## config.mk

```make
export PLATFORM = sky130hd
export DESIGN_NAME = cmc_mode_ctrl
export DESIGN_NICKNAME = d
export VERILOG_FILES = /design/src/cmc_pkg.sv /design/src/cmc_mode_ctrl.sv /design/src/cmc_idle_det.sv
export VERILOG_INCLUDE_DIRS = /design/src /design/src/src
export SDC_FILE = /design/constraint.sdc
export NUM_CORES = 1
export LEC_CHECK = 0
export BUFFER_PORTS_ARGS = -buffer_cell sky130_fd_sc_hd__buf_2
export CORE_MARGIN = 2
export CORE_UTILIZATION = 46
export CTS_CLUSTER_DIAMETER = 30
export DETAILED_ROUTE_END_ITERATION = 10
export GPL_ROUTABILITY_DRIVEN = 1
export SLEW_MARGIN = 10
export SYNTH_ARGS = -nofsm -noshare
export SYNTH_HDL_FRONTEND = slang
export SYNTH_SLANG_ARGS = --single-unit
```

## constraint.sdc

```tcl
create_clock -name clk_sys -period 13 [get_ports clk_sys]
set_clock_uncertainty 0.2 [all_clocks]
set_input_delay 0.65 -clock clk_sys [delete_from_list [all_inputs] [get_ports clk_sys]]
set_output_delay 0.65 -clock clk_sys [all_outputs]
set_load 0.02 [all_outputs]
```

## src/cmc_regs.svh

```systemverilog
// Constants for the CAN operating-mode controller: field positions, mode codes, counts.
// Assumes inclusion by bare name from the package and the design modules.
`ifndef CMC_REGS_SVH
`define CMC_REGS_SVH

// Control and CFG2 word field positions
`define CMC_REQ_MSB      10
`define CMC_REQ_LSB      8
`define CMC_MODE_MSB     7
`define CMC_MODE_LSB     5
`define CMC_WAKFLT_BIT   14

// Mode codes
`define CMC_MODE_NORMAL  3'h0
`define CMC_MODE_DISABLE 3'h1
`define CMC_MODE_LOOP    3'h2
`define CMC_MODE_LISTEN  3'h3
`define CMC_MODE_CONFIG  3'h4
`define CMC_MODE_LALL    3'h7

// Register word offsets
`define CMC_OFS_CTRL     4'h0
`define CMC_OFS_CFG2     4'h1
`define CMC_OFS_STAT     4'h2
`define CMC_OFS_ERRCNT   4'h3
`define CMC_OFS_RXCAP    4'h4
`define CMC_OFS_PROT_LO  4'h5
`define CMC_OFS_PROT_HI  4'h9

// Idle bus detection
`define CMC_IDLE_BITS    11
// Wake filter length in clock cycles
`define CMC_WAKE_FILT    4

`endif

```

## src/cmc_pkg.sv

```systemverilog
// Types for the CAN operating-mode controller.
// Assumes cmc_regs.svh is on the include path.
`include "cmc_regs.svh"

package cmc_pkg;

	// Operating modes
	typedef enum logic [2:0] {
		CMC_NORMAL  = `CMC_MODE_NORMAL,
		CMC_DISABLE = `CMC_MODE_DISABLE,
		CMC_LOOP    = `CMC_MODE_LOOP,
		CMC_LISTEN  = `CMC_MODE_LISTEN,
		CMC_CONFIG  = `CMC_MODE_CONFIG,
		CMC_LALL    = `CMC_MODE_LALL
	} cmc_mode_t;

	// Register bus request
	typedef struct packed {
		logic        wr;
		logic        rd;
		logic [3:0]  addr;
		logic [15:0] wdata;
	} cmc_bus_t;

	// Events from the protocol engine
	typedef struct packed {
		logic        tx_busy;
		logic        rx_busy;
		logic        tx_req;
		logic        frame_err;
		logic [15:0] asm_data;
	} cmc_eng_t;

endpackage

```

## src/cmc_mode_ctrl.sv

```systemverilog
// CAN operating-mode controller: mode request and acknowledge, pin ownership,
// write protection, error counter handling, abort and listen-all capture.
// Assumes a protocol engine beside it that reports busy/error events and a bit strobe.
`timescale 1ns/1ns
`default_nettype none
`include "cmc_regs.svh"

module cmc_mode_ctrl #(
	parameter int IDLE_BITS = `CMC_IDLE_BITS,
	parameter int WAKE_FILT = `CMC_WAKE_FILT
) (
	// Clock and reset
	input  wire logic             clk_sys,
	input  wire logic             rst,
	// Register port
	input  wire cmc_pkg::cmc_bus_t bus,
	output logic [15:0]           rdata,
	// Protocol engine side
	input  wire cmc_pkg::cmc_eng_t eng,
	input  wire logic             bit_stb,
	input  wire logic             eng_tx,
	input  wire logic             err_tx_inc,
	input  wire logic             err_rx_inc,
	input  wire logic             sleep,
	output logic                  eng_rx,
	output logic                  tx_allow,
	output logic                  rx_allow,
	output logic                  err_ack_allow,
	output logic                  tx_start,
	output logic                  ignore_err,
	// Pins
	input  wire logic             bus_receive_pin,
	output logic                  bus_transmit_pin,
	output logic                  tx_pin_own,
	output logic                  rx_pin_own
);
	import cmc_pkg::*;

	initial begin
		if (WAKE_FILT < 1 || WAKE_FILT > 15)
			$error("cmc_mode_ctrl: WAKE_FILT out of range");
	end

	// Whole state of the block
	typedef struct packed {
		logic [2:0]  mode_request_field;   // Requested mode
		cmc_mode_t   mode;                 // Mode in effect
		logic        wake_filter_enable;   // Receive filter in sleep
		logic        wake_event_flag;      // Bus activity while disabled
		logic        transmit_request_flag;
		logic        transmit_aborted_flag;
		logic        tx_wait;              // Waiting for idle before first frame
		logic [7:0]  wait_cnt;             // Recessive run since the mode was entered
		logic [7:0]  tec;                  // Transmit error count
		logic [7:0]  rec;                  // Receive error count
		logic [15:0] rx_capture;           // Partial frame held for software
		logic        rx_cap_full;
		logic [3:0]  filt_cnt;             // Wake filter run length
		logic        filt_level;           // Filtered receive level
		logic [4:0][15:0] prot;            // Locked configuration words
		logic        rd_v;
		logic [15:0] rdata;
	} cmc_st_t;

	cmc_st_t st_q;   // Registered state
	cmc_st_t st_d;   // Next state

	logic idle;       // Bus idle seen
	logic rx_src;     // Receive level fed to the engine and detector
	logic is_cfg;
	logic wr_ctrl;
	logic wr_cfg2;
	logic req_legal;

	// Loopback feeds the engine its own transmit
	always_comb begin
		if (st_q.mode == CMC_LOOP)
			rx_src = eng_tx;
		else if (sleep && st_q.wake_filter_enable)
			rx_src = st_q.filt_level;
		else
			rx_src = bus_receive_pin;                                  // Filter bypassed
	end

	cmc_idle_det #(
		.IDLE_BITS(IDLE_BITS)
	) u_idle (
		.clk_sys (clk_sys),
		.rst     (rst),
		.bit_stb (bit_stb),
		.rx_level(rx_src),
		.idle    (idle)
	);

	assign is_cfg  = (st_q.mode == CMC_CONFIG);
	assign wr_ctrl = bus.wr && (bus.addr == `CMC_OFS_CTRL);
	assign wr_cfg2 = bus.wr && (bus.addr == `CMC_OFS_CFG2) && is_cfg;

	// Only the six defined codes are taken
	always_comb begin
		case (st_q.mode_request_field)
			`CMC_MODE_NORMAL, `CMC_MODE_DISABLE, `CMC_MODE_LOOP,
			`CMC_MODE_LISTEN, `CMC_MODE_CONFIG, `CMC_MODE_LALL: req_legal = 1'b1;
			default:                                            req_legal = 1'b0;
		endcase
	end

	// Next state
	always_comb begin
		st_d = st_q;
		st_d.rd_v = bus.rd;

		// Request field is always writable, else config could never be left
		if (wr_ctrl)
			st_d.mode_request_field = bus.wdata[`CMC_REQ_MSB:`CMC_REQ_LSB];
		if (wr_cfg2)
			st_d.wake_filter_enable = bus.wdata[`CMC_WAKFLT_BIT];
		// Locked words: filters, masks, timing
		if (bus.wr && is_cfg && bus.addr >= `CMC_OFS_PROT_LO && bus.addr <= `CMC_OFS_PROT_HI)
			st_d.prot[3'(bus.addr - `CMC_OFS_PROT_LO)] = bus.wdata;
		// Software clears wake, abort and capture flags by writing ones; a new set wins
		if (bus.wr && bus.addr == `CMC_OFS_STAT) begin
			if (bus.wdata[0]) st_d.wake_event_flag = 1'b0;
			if (bus.wdata[1]) st_d.transmit_aborted_flag = 1'b0;
			if (bus.wdata[2]) st_d.rx_cap_full = 1'b0;
		end

		// Wake filter: level must hold for WAKE_FILT cycles
		if (bus_receive_pin == st_q.filt_level)
			st_d.filt_cnt = 4'h0;
		else if (st_q.filt_cnt == 4'(WAKE_FILT - 1)) begin
			st_d.filt_cnt = 4'h0;
			st_d.filt_level = bus_receive_pin;
		end else
			st_d.filt_cnt = st_q.filt_cnt + 4'h1;

		// Transmit request from engine
		if (eng.tx_req && tx_allow && !st_q.transmit_request_flag)
			st_d.transmit_request_flag = 1'b1;
		if (tx_start)
			st_d.tx_wait = 1'b0;
		// Own run count, restarted on mode entry; the shared detector may already be saturated
		if (bit_stb) begin
			if (!rx_src)
				st_d.wait_cnt = 8'h00;
			else if (st_q.wait_cnt < 8'(IDLE_BITS))
				st_d.wait_cnt = st_q.wait_cnt + 8'h01;
		end

		// Error counters: frozen in listen-only, kept in disable
		if (st_q.mode == CMC_NORMAL || st_q.mode == CMC_LOOP) begin
			if (err_tx_inc && st_q.tec != 8'hFF) st_d.tec = st_q.tec + 8'h01;
			if (err_rx_inc && st_q.rec != 8'hFF) st_d.rec = st_q.rec + 8'h01;
		end

		// Partial frame capture in listen-all
		if (st_q.mode == CMC_LALL && eng.frame_err) begin
			st_d.rx_capture = eng.asm_data;
			st_d.rx_cap_full = 1'b1;
		end

		// Bus activity while disabled raises wake flag
		if (st_q.mode == CMC_DISABLE && !rx_src)
			st_d.wake_event_flag = 1'b1;

		// Disable requested during the first-frame wait aborts it
		if (st_q.tx_wait && st_q.transmit_request_flag && st_q.mode_request_field == `CMC_MODE_DISABLE) begin
			st_d.transmit_aborted_flag = 1'b1;
			st_d.transmit_request_flag = 1'b0;
			st_d.tx_wait = 1'b0;
		end else if (tx_start)
			st_d.transmit_request_flag = 1'b0;

		// Mode change only on idle bus and legal code
		if (req_legal && st_q.mode_request_field != st_q.mode && idle && !eng.rx_busy) begin
			if (!(st_q.mode_request_field == `CMC_MODE_CONFIG && eng.tx_busy)) begin
				st_d.mode = cmc_mode_t'(st_q.mode_request_field);
				if (st_q.mode_request_field == `CMC_MODE_CONFIG) begin
					st_d.tec = 8'h00;
					st_d.rec = 8'h00;
				end
				// New transmit-capable mode: first frame waits for a fresh idle run
				st_d.wait_cnt = 8'h00;
				st_d.tx_wait = (st_q.mode_request_field == `CMC_MODE_NORMAL) ||
				               (st_q.mode_request_field == `CMC_MODE_LOOP);
			end
		end

		// Read mux, data in the following cycle
		case (bus.addr)
			`CMC_OFS_CTRL:   st_d.rdata = {5'h00, st_q.mode_request_field, st_q.mode, 5'h00};
			`CMC_OFS_CFG2:   st_d.rdata = {1'b0, st_q.wake_filter_enable, 14'h0000};
			`CMC_OFS_STAT:   st_d.rdata = {12'h000, st_q.transmit_request_flag, st_q.rx_cap_full,
			                              st_q.transmit_aborted_flag, st_q.wake_event_flag};
			`CMC_OFS_ERRCNT: st_d.rdata = {st_q.tec, st_q.rec};
			`CMC_OFS_RXCAP:  st_d.rdata = st_q.rx_capture;
			default: begin
				if (bus.addr >= `CMC_OFS_PROT_LO && bus.addr <= `CMC_OFS_PROT_HI)
					st_d.rdata = st_q.prot[3'(bus.addr - `CMC_OFS_PROT_LO)];
				else
					st_d.rdata = 16'h0000;
			end
		endcase
		if (!bus.rd)
			st_d.rdata = 16'h0000;
	end

	// State register; reset lands in configuration
	always_ff @(posedge clk_sys or posedge rst) begin
		if (rst) begin
			st_q                    <= '0;
			st_q.mode_request_field <= `CMC_MODE_CONFIG;
			st_q.mode               <= CMC_CONFIG;
			st_q.filt_level         <= 1'b1;
		end else
			st_q <= st_d;
	end

	// Engine permissions per mode
	assign tx_allow      = (st_q.mode == CMC_NORMAL) || (st_q.mode == CMC_LOOP);
	assign rx_allow      = (st_q.mode != CMC_CONFIG) && (st_q.mode != CMC_DISABLE);
	assign err_ack_allow = tx_allow;
	assign ignore_err    = (st_q.mode == CMC_LALL);
	assign tx_start      = st_q.transmit_request_flag && tx_allow &&
	                       (!st_q.tx_wait || (st_q.wait_cnt >= 8'(IDLE_BITS)));
	assign eng_rx        = rx_src;
	assign rdata         = st_q.rdata;

	// Pin ownership: only normal mode drives transmit
	assign tx_pin_own       = (st_q.mode == CMC_NORMAL);
	assign rx_pin_own       = (st_q.mode != CMC_DISABLE) && (st_q.mode != CMC_LOOP);
	assign bus_transmit_pin = tx_pin_own ? eng_tx : 1'b1;

endmodule // cmc_mode_ctrl

`default_nettype wire

```

## src/cmc_idle_det.sv

```systemverilog
// Idle bus detector: counts consecutive recessive sampled bits.
// Assumes a one-cycle bit sample strobe and a receive level synchronous to clk_sys.
`timescale 1ns/1ns
`default_nettype none
`include "cmc_regs.svh"

module cmc_idle_det #(
	parameter int IDLE_BITS = `CMC_IDLE_BITS
) (
	// Clock and reset
	input  wire logic clk_sys,
	input  wire logic rst,
	// Bit stream
	input  wire logic bit_stb,
	input  wire logic rx_level,
	// Result
	output logic      idle
);
	import cmc_pkg::*;

	initial begin
		if (IDLE_BITS < 1 || IDLE_BITS > 255)
			$error("cmc_idle_det: IDLE_BITS out of range");
	end

	typedef struct packed {
		logic [7:0] cnt;
	} cmc_idle_st_t;

	cmc_idle_st_t st_q;   // Registered state
	cmc_idle_st_t st_d;   // Next state

	// Recessive run length, saturating at the idle count
	always_comb begin
		st_d = st_q;
		if (bit_stb) begin
			if (!rx_level)
				st_d.cnt = 8'h00;                                   // Dominant restarts
			else if (st_q.cnt < 8'(IDLE_BITS))
				st_d.cnt = st_q.cnt + 8'h01;
		end
	end

	// State register
	always_ff @(posedge clk_sys or posedge rst) begin
		if (rst)
			st_q <= '0;
		else
			st_q <= st_d;
	end

	assign idle = (st_q.cnt >= 8'(IDLE_BITS));

endmodule // cmc_idle_det

`default_nettype wire

```

Word level (Yosys, flattened, before mapping)
Index checks and enable logic that the tools add are counted.
{ "word_totals": {"input_bits": 50, "romBits": 0, "out_inout_bits": 25, "n_memories": 0, "register_bits": 161, "ramBits": 0, "latchBits": 0} }
{ "op_classes": {"n_div": 0, "n_eq_ne": 22, "shift": 0, "add_sub_neg": 6, "bitwise": 2, "magnitude_cmp": 8, "muxes": 38, "n_mul": 0, "n_reduce_logical": 50} }
{ "op_table": {"columns": ["cell", "n"], "rows": [
  ["16-bit two-way mux", 6],
  ["80-bit bitwise mux", 1],
  ["16-bit case mux with 5 select lines", 1],
  ["8-bit two-way mux", 7],
  ["25-bit two-way mux", 2],
  ["16-bit binary-select mux with 3-bit select", 1],
  ["16-bit demux with 3-bit select", 1],
  ["8-bit by 1-bit adder with 8-bit output, second input constant", 4],
  ["1-bit logical AND", 26],
  ["8-bit by 4-bit greater-or-equal comparator with 1-bit output, second input constant", 2],
  ["8-bit by 4-bit < comparator with 1-bit output, second input constant", 2],
  ["1-bit two-way mux", 16],
  ["8-bit inequality test, second input constant", 2],
  ["3-bit equality test, second input constant", 4],
  ["4-bit by 2-bit equality test with 1-bit output, second input constant", 3],
  ["2-bit AND reduction", 6],
  ["2-bit nonzero test", 6],
  ["3-bit by 2-bit equality test with 1-bit output, second input constant", 3],
  ["4-bit two-way mux", 2],
  ["3-bit by 1-bit equality test with 1-bit output, second input constant", 2],
  ["3-bit logical NOT", 2],
  ["6-bit OR reduction", 1],
  ["4-bit by 1-bit adder with 4-bit output, second input constant", 1],
  ["4-bit by 1-bit equality test with 1-bit output, second input constant", 1],
  ["other kinds (18)", 24]
]} }

Depth between registers and ports, before layout
Gate-level depths: netlist of run 1.
{ "logic_depth": {"depth_word": 8, "ltp_mapped": 9, "ltp_nobuf": 7} }

Modules after synthesis
A second synthesis of run 1 with hierarchy kept.
{ "unflattened": {"cells_unflattened": 652, "area_unflattened_um2": 7851.3} }
{ "modules_own_cells": {"columns": ["mod", "cells_each", "n_inst", "area_each_um2", "seq_area_each_um2"], "rows": [
  ["cmc_mode_ctrl", 615, 1, 7453.4, 3832.4],
  ["cmc_idle_det", 37, 1, 397.9, 200.2]
]} }

Least setup slack after synthesis of run 1
Ideal clock, no wire load.
{ "synth_path": {"kind": "input to register", "start": "in bus[16] in the netlist's numbering", "end": "reg st_q[65] in the netlist's numbering", "setup_ns": 0.125, "cell_stages": 9, "arrival_time_ns": 2.355, "slack_ns": 10.320, "required_ns": 12.675, "cell_sequence": "inv_1 > ha_1 > nor2b_4 > nor3b_2 > o21a_1 > and3_1 > buf_2 > buf_6 > mux2_4"} }
{ "synth_via": {"elab_chain_cells": 6} }
{ "synth_lines": {"columns": ["element", "line_no", "rtl"], "rows": [
  ["start: declaration", "cmc_mode_ctrl.sv:16", "input wire cmc_pkg::cmc_bus_t bus,"],
  ["3-bit subtractor (no line)", null, null],
  ["3-bit by 4-bit < comparator with 1-bit output or 3-bit by 1-bit greater-or-equal comparator with 1-bit output (tied branches)", "cmc_mode_ctrl.sv:120", "st_d.prot[3'(bus.addr - `CMC_OFS_PROT_LO)] = bus.wdata;"],
  ["1-bit logical AND", "cmc_mode_ctrl.sv:120", null],
  ["16-bit two-way mux", "cmc_mode_ctrl.sv:120", null],
  ["16-bit demux with 3-bit select", "cmc_mode_ctrl.sv:120", null],
  ["80-bit bitwise mux", "cmc_mode_ctrl.sv:120", null],
  ["end signal: assignment", "cmc_mode_ctrl.sv:216", "st_q <= st_d;"],
  ["end: declaration", "cmc_mode_ctrl.sv:65", "cmc_st_t st_q;"]
]} }
Parallel ways exist; a longest one is shown, timed or not.
A chain may end at the register's enable or synchronous reset.

Worst setup path in the final report of run 1
{ "layout_path": {"start": "in bus[16] in the netlist's numbering", "end": "reg st_q[78] in the netlist's numbering"} }
Same word-level chain as after synthesis.

==> results of run 1 <==
## worst paths after layout
check,startpoint,endpoint,cells past startpoint
max in group asynchronous,rst,st_q[136]$_DFF_PP0_,3
worst min-delay path,rst,st_q[131]$_DFF_PP0_,2
worst min register to register,st_q[98]$_DFF_PP0_,st_q[98]$_DFF_PP0_,1
min in group clk_sys,eng[10],st_q[113]$_DFFE_PP0P_,2
worst max register to register,st_q[150]$_DFFE_PP1P_,st_q[78]$_DFFE_PP0P_,4
worst max-delay path,bus[16],st_q[78]$_DFFE_PP0P_,7
## per-stage QoR
stage                     hold WS, ns  total power, mW  util, %
after global placement          0.254            0.831     49.0
after global routing            0.238             1.39     52.5
final                           0.194             1.32     52.5
after detailed placement        0.267            0.842     49.0
after floorplan                 0.242            0.778        -
after CTS                       0.233             1.33     52.5
## cell usage after synthesis, types with 2 or more instances
library cell	count	area [um^2]
mux2_1	4	45.0
a31oi_1	11	68.8
a22oi_1	11	82.6
o32ai_1	4	35.0
mux2_4	20	300
mux4_2	5	113
a222oi_1	10	100
xnor2_1	3	26.3
buf_1	2	7.51
dfrtp_1	158	3950
mux2i_1	12	120
a211o_1	7	61.3
a22o_1	3	26.3
nor2_1	42	158
clkbuf_1	12	45.0
buf_2	16	80.1
nand3_1	18	90.1
ha_1	10	125
a41oi_1	8	70.1
inv_1	8	30.0
mux2_2	79	890
buf_4	19	143
nand4_1	5	31.3
a21oi_1	21	105
nor4_1	2	12.5
nor2b_1	2	12.5
nand2b_1	13	81.3
o21ai_0	8	40.0
and2_1	10	62.6
nand2_1	37	139
nor3_1	10	50.1
dfstp_2	3	78.8
xor2_1	18	158
o22ai_1	5	31.3
and3_1	13	81.3
buf_6	3	33.8
## cell families (layout without fill, tap and decap cells)
group | count (synthesis) | after routing | share of synthesized area [%]
and+or+nand+nor | 168 | 168 | 11.2
DFF | 161 | 161 | 51.9
muxes | 120 | 120 | 18.9
AOI/OAI and AO/OA | 96 | 96 | 8.88
buffers and inverters | 62 | 117 | 4.69
xor gates and xnor gates | 23 | 23 | 2.79
adders and majority gates | 10 | 10 | 1.61
## cell type report
type,count,area (um^2)
tap,220,275
clock buffer,19,443
timing repair buffer,77,393
sequential,161,4030
multi-input combinational,417,3370
fill,1435,7840
clock inverter,13,135
inverter,8,35.0
## routing by layer
metal | vias up | track usage (%)
li1 | 2379 | -
met1 | 2602 | 28.9
met2 | 144 | 31.6
met3 | 25 | 3.89
met4 | 0 | 7.74
met5 | - | 0
## cells in the final DEF (no fill, tap or decap), types with 17 or more instances in the layout
cell,instances
dfrtp_1,158
mux2_2,79
buf_2,74
nor2_1,42
nand2_1,37
a21oi_1,21
mux2_4,20
nand3_1,18
xor2_1,18
clkbuf_16,17
## worst max-delay path, delay by kind of cell
family | cells | cell delay, ns
and+or+nand+nor | 2 | 1.39
muxes | 1 | 0.42
buffers and inverters | 3 | 0.86
adders and majority gates | 1 | 0.82
## where the power goes
group | internal (mW) | switching [mW]
Clock | 0.287 | 0.204
Sequential | 0.571 | 0.0646
Combinational | 0.0944 | 0.103
## sequential cells by signal, summed over array words and instances, names as in the netlist
name,cells
rdata,16
st_q,137
u_idle.st_q,8
==> key figures, run 1 <==
Clock tree
  – CTS Buffer Depth: 2
  – Clock transition at path regs: around 0.060 ns
  – Hold_buf cts: 0
  – Skew-Pair Late Insertion Delay: roughly 0.43 ns
  – Depth of the CTS H-tree: 4
  – CTS resizes: 0
  – Postcts setup bufs: 0
  – TritonCTS clock tree: yes
  – CTS sink cnt: about 160
  – Root buffer selected by CTS: clkbuf_16
  – Total CTS buffers: 17

GRT
  – First-pass GRT wire length: 28.0 mm
  – GRT overflow: 0
  – All-Layer GR Usage: 20.5%
  – Largest net degree at the start of global routing: between 90 and 100
  – Initial antenna violation count: 1
  – Number of global-route vias before repair: roughly 5000

Synth
  – Synth Cell Area: 7770 um^2
  – FFs w/ async S/R, synth: between 90% and 100%
  – Syn_nets: 700
  – Synth Warn #: 0
  – Register bit count reported by yosys: about 160
  – Synth Flop Type: dfrtp_1
  – Post-synth EDFFs: 0
  – Syn_area_per_cell: 12.1 um^2
  – Cells after synthesis: 640
  – Synth cell types: 64
  – Sequential area share after synthesis: between 50% and 60%

STA
  – Period utilisation layout: between 30% and 40%
  – Final Hold Viols: 0
  – Crit path setup slack, layout: 8.93 ns
  – RSZ-0062 raised after global routing: no
  – Measured slew at the worst slew-check pin: around 1.1 ns
  – Slew Limit Fails: 0
  – Minimum clock period: 4.07 ns
  – Final setup violating endpoints: 0
  – Slew headroom: around a quarter
  – FMAX: between 200 and 250 MHz
  – Setup tns final: 0 ns

Detailed routing
  – Iter 0 DRT Violations: 450
  – Metal3 WL: about 1000 um
  – Drt drc: 0
  – Top sig layer: met4
  – Drt wl/cell: ~19 um
  – DRT antenna net count: 0
  – Metal-1 WL: 8.17 mm
  – WL met2: between 8 and 9 mm
  – Final WL: 17.6 mm
  – Vias: 5150
  – 1st-pass router iterations: 5
  – Via density: roughly 5.6

Floorplan
  – Initial core utilization: 47.0%
  – Top Ports: 75
  – Die Width: roughly 130 um
  – Core area: 16500 um^2
  – Die height: around 130 um
  – Die area: approximately 18000 um^2
  – # rows: 47

Power and ir drop
  – PwrDens: around 150 nW/um^2
  – Max VDD drop: approximately 0.00010 V
  – Leakage: 4.18 nW

Cells and area
  – Share of layout cells above drive strength 1: 32.9%
  – Ant diodes: 0
  – Post-route design area: around 8700 um^2
  – Post-Layout Cell Count: between 900 and 1000
  – Fin nets: ~740
  – Syn-to-layout area delta: 11.8%

Placed design
  – DP Cell Count: approximately 880
  – Hpwl dp: between 10 and 15 mm
  – Global placer's final weighted congestion: 0.805
  – Cell Area, Placed: roughly 8100 um^2
  – Pre-CTS WS: ~8.5 ns
  – Port bufs: 74

Worst setup path
  – Worst path slowest cell: and3_1
  – Req. time, crit path: ~13 ns
  – Startpoint Class: primary input
  – Crit end category: register
  – Crit Path Max Fanout: a little over 50
  – Crit-path cells: buf_2, buf_4, inv_1, ha_1, nor2_4, and3_1, mux2_2
  – CP max stage delay: approximately 0.95 ns
  – Crit Path Class: in -> reg
  – Crit path DAT: about 4.2 ns
  – Flop-to-flop setup slack: a little over 10 ns

Hold path
  – Hold Path Class: in -> async

Outcome
  – Outcome: complete, no violations

Run
  – Max_cap viols: 0
Note: power is estimated with default switching activity, not from simulation.
==> run 2, diff against run 1 <==
- clock period: 13 -> 3.8 ns (I/O delays scaled with it)
==> key figures, run 2 (synthesis gave the netlist of run 1 again) <==
Clock tree
  – Depth of the CTS H-tree: 4 (unchanged)
  – Total CTS buffers: 17 (unchanged)
  – TritonCTS clock tree: yes
  – Postcts setup bufs: 0 (unchanged)
  – Clock transition at path regs: 0.06 ns (about the same)
  – CTS sink cnt: 161 (unchanged)
  – Skew-Pair Late Insertion Delay: 0.42 ns (about the same)
  – Root buffer selected by CTS: clkbuf_16
  – CTS Buffer Depth: 2 (unchanged)

Cells and area
  – Most flop-heavy register: st_q
  – Post-route design area: 9240 um^2 (+6.4%)
  – Most frequent cells in the layout: dfrtp_1 (158), mux2_2 (79), buf_2 (74)
  – Fin nets: 789 (+6.3%)
  – Post-Layout Cell Count: 962 (+5.1%)
  – Share of layout cells above drive strength 1: 31.9% (-1.0 points)
  – Ant diodes: 0 (unchanged)
  – Most common cell after layout, fill and taps aside: dfrtp_1
  – Area of the multi-input gates: 3370 um^2 (unchanged)
  – Syn-to-layout area delta: 18.9%
  – Sequential Area: 4030 um^2 (unchanged)
  – Flip-flop count of the largest register after layout: 137 (unchanged)
  – Filler cell count: 1394 (-2.9%)

Placed design
  – Global placer's final weighted congestion: 0.834 (+3.7%)
  – DP Cell Count: 890 (+0.79%)
  – Port bufs: 74 (unchanged)
  – Cell Area, Placed: 8170 um^2 (+0.79%)
  – Hpwl dp: 12.7 mm (+6.9%)

Floorplan
  – Top Ports: 75 (unchanged)
  – Die area: 17900 um^2 (unchanged)
  – Die Width: 134 um (unchanged)
  – Die height: 134 um (unchanged)
  – Core area: 16500 um^2 (unchanged)
  – Initial core utilization: 47.0% (unchanged)
  – # rows: 47 (unchanged)

Detailed routing
  – Iter 0 DRT Violations: 423 (-6.0%)
  – Vias: 5357 (+4.0%)
  – Drt drc: 0 (unchanged)
  – Final WL: 18.5 mm (+5.1%)
  – Drt wl/cell: 19.2 um (about the same)
  – Via density: 5.57 (-1.1%)
  – DRT antenna net count: 0 (unchanged)
  – 1st-pass router iterations: 6 (+1)

Power and ir drop
  – Max VDD drop: 0.000335 V (+230%)
  – PwrDens: 522 nW/um^2 (+240%)
  – Leakage: 4.43 nW (+5.9%)

STA
  – Period utilisation layout: 70.6%
  – RSZ-0062 raised after global routing: no
  – Slew headroom: 33.4% (+9.6 points)
  – Final Hold Viols: 0 (unchanged)
  – Final setup violating endpoints: 0 (unchanged)
  – Setup tns final: 0 ns (unchanged)
  – Slew Limit Fails: 0 (unchanged)
  – FMAX: ~370 MHz
  – Measured slew at the worst slew-check pin: 0.999 ns (-0.144 ns)
  – Minimum clock period: 2.68 ns

GRT
  – GRT overflow: 0 (unchanged)
  – Number of global-route vias before repair: 5541 (+9.8%)
  – Largest net degree at the start of global routing: 85 (-9.6%)
  – First-pass GRT wire length: 30.4 mm (+8.8%)
  – All-Layer GR Usage: 22.0% (+1.5 points)
  – Initial antenna violation count: 0 (-1)

Worst setup path
  – Startpoint Class: register
  – Req. time, crit path: 3.90 ns (-9.22 ns)
  – Crit Path Class: reg -> reg
  – Crit path DAT: 2.78 ns (-1.41 ns)
  – Crit Path Max Fanout: 16 (-69%)
  – Crit end category: register
  – Worst Reg-to-Reg Cells: 4 (unchanged)

Run
  – Max_cap viols: 0 (unchanged)

Hold path
  – Hold Path Class: in -> reg
  – Hold path depth: 3

Outcome
  – Outcome: complete, no violations
## run 2: cell count changes in the layout (fill, tap and decap cells not counted), sizes merged, moves of 2 or more
cell / change
clkbuf: -2
clkinv: +2
dlygate4sd3: +40
inv: -3
buf: +7
bufinv: +4
## run 2: worst paths after layout
path                                          to  slack [ns]             startpoint
setup / recovery            st_q[27]$_DFFE_PP0P_        1.12  st_q[150]$_DFFE_PP1P_
max in group asynchronous  st_q[153]$_DFFE_PP1P_        2.16                    rst
hold / removal               rdata[14]$_DFF_PP0_        0.06                bus[18]
hold reg to reg            st_q[144]$_DFFE_PP0P_        0.28  st_q[144]$_DFFE_PP0P_
min in group asynchronous    st_q[132]$_DFF_PP0_        0.31                    rst
setup reg to reg            st_q[27]$_DFFE_PP0P_        1.12  st_q[150]$_DFFE_PP1P_
## run 2: layout make-up
cell class,count,area share [%]
tap,220,2.98
clock buffer,17,4.61
timing repair buffer,124,9.29
clock inverter,15,2.60
sequential,161,43.7
inverter,8,0.366
multi-input combinational,417,36.5
## run 2: what timing repair did
| action | CTS | global route |
|---|---|---|
| endpoints found under the hold margin | 152 | 0 |
| setup endpoints to repair | 0 | 0 |
| hold buffers | 40 | 0 |
| gates resized for setup | 0 | 0 |
## run 2: power by group
group	leakage, nW	switching (mW)	internal [mW]	total (mW)
Clock	0.319	0.692	1.23	1.92
Combinational	1.95	0.361	0.357	0.718
Sequential	2.16	0.231	1.95	2.18
## run 2: metal layers
metal	wire length [um]	up-vias	track usage, %	share of wire, %
met3	890	19	4.31	4.8
met5	0	-	0	0
met4	314	0	6.44	1.7
met1	8550	2722	30.8	46
li1	-	2475	-	-
met2	8720	141	35.0	47
## run 2: critical path: stages, from the launching register on
cell and delay (ns):
dfstp_2 0.73, and4bb_2 0.33, o21ai_2 0.09, or3_1 0.73
mux2_1 0.47
## run 2: through the flow
stage | worst slack (ns) | hold WS, ns | power, mW | utilization [%]
detailed placement | 0.882 | 0.225 | 2.89 | 49.4
global route | 0.958 | 0.0742 | 5.05 | 55.9
finish | 1.12 | 0.0610 | 4.82 | 55.9
CTS | 1.08 | 0.0554 | 4.85 | 55.9
floorplan | 1.37 | 0.0976 | 2.66 | -
global placement | 0.942 | 0.218 | 2.85 | 49.4
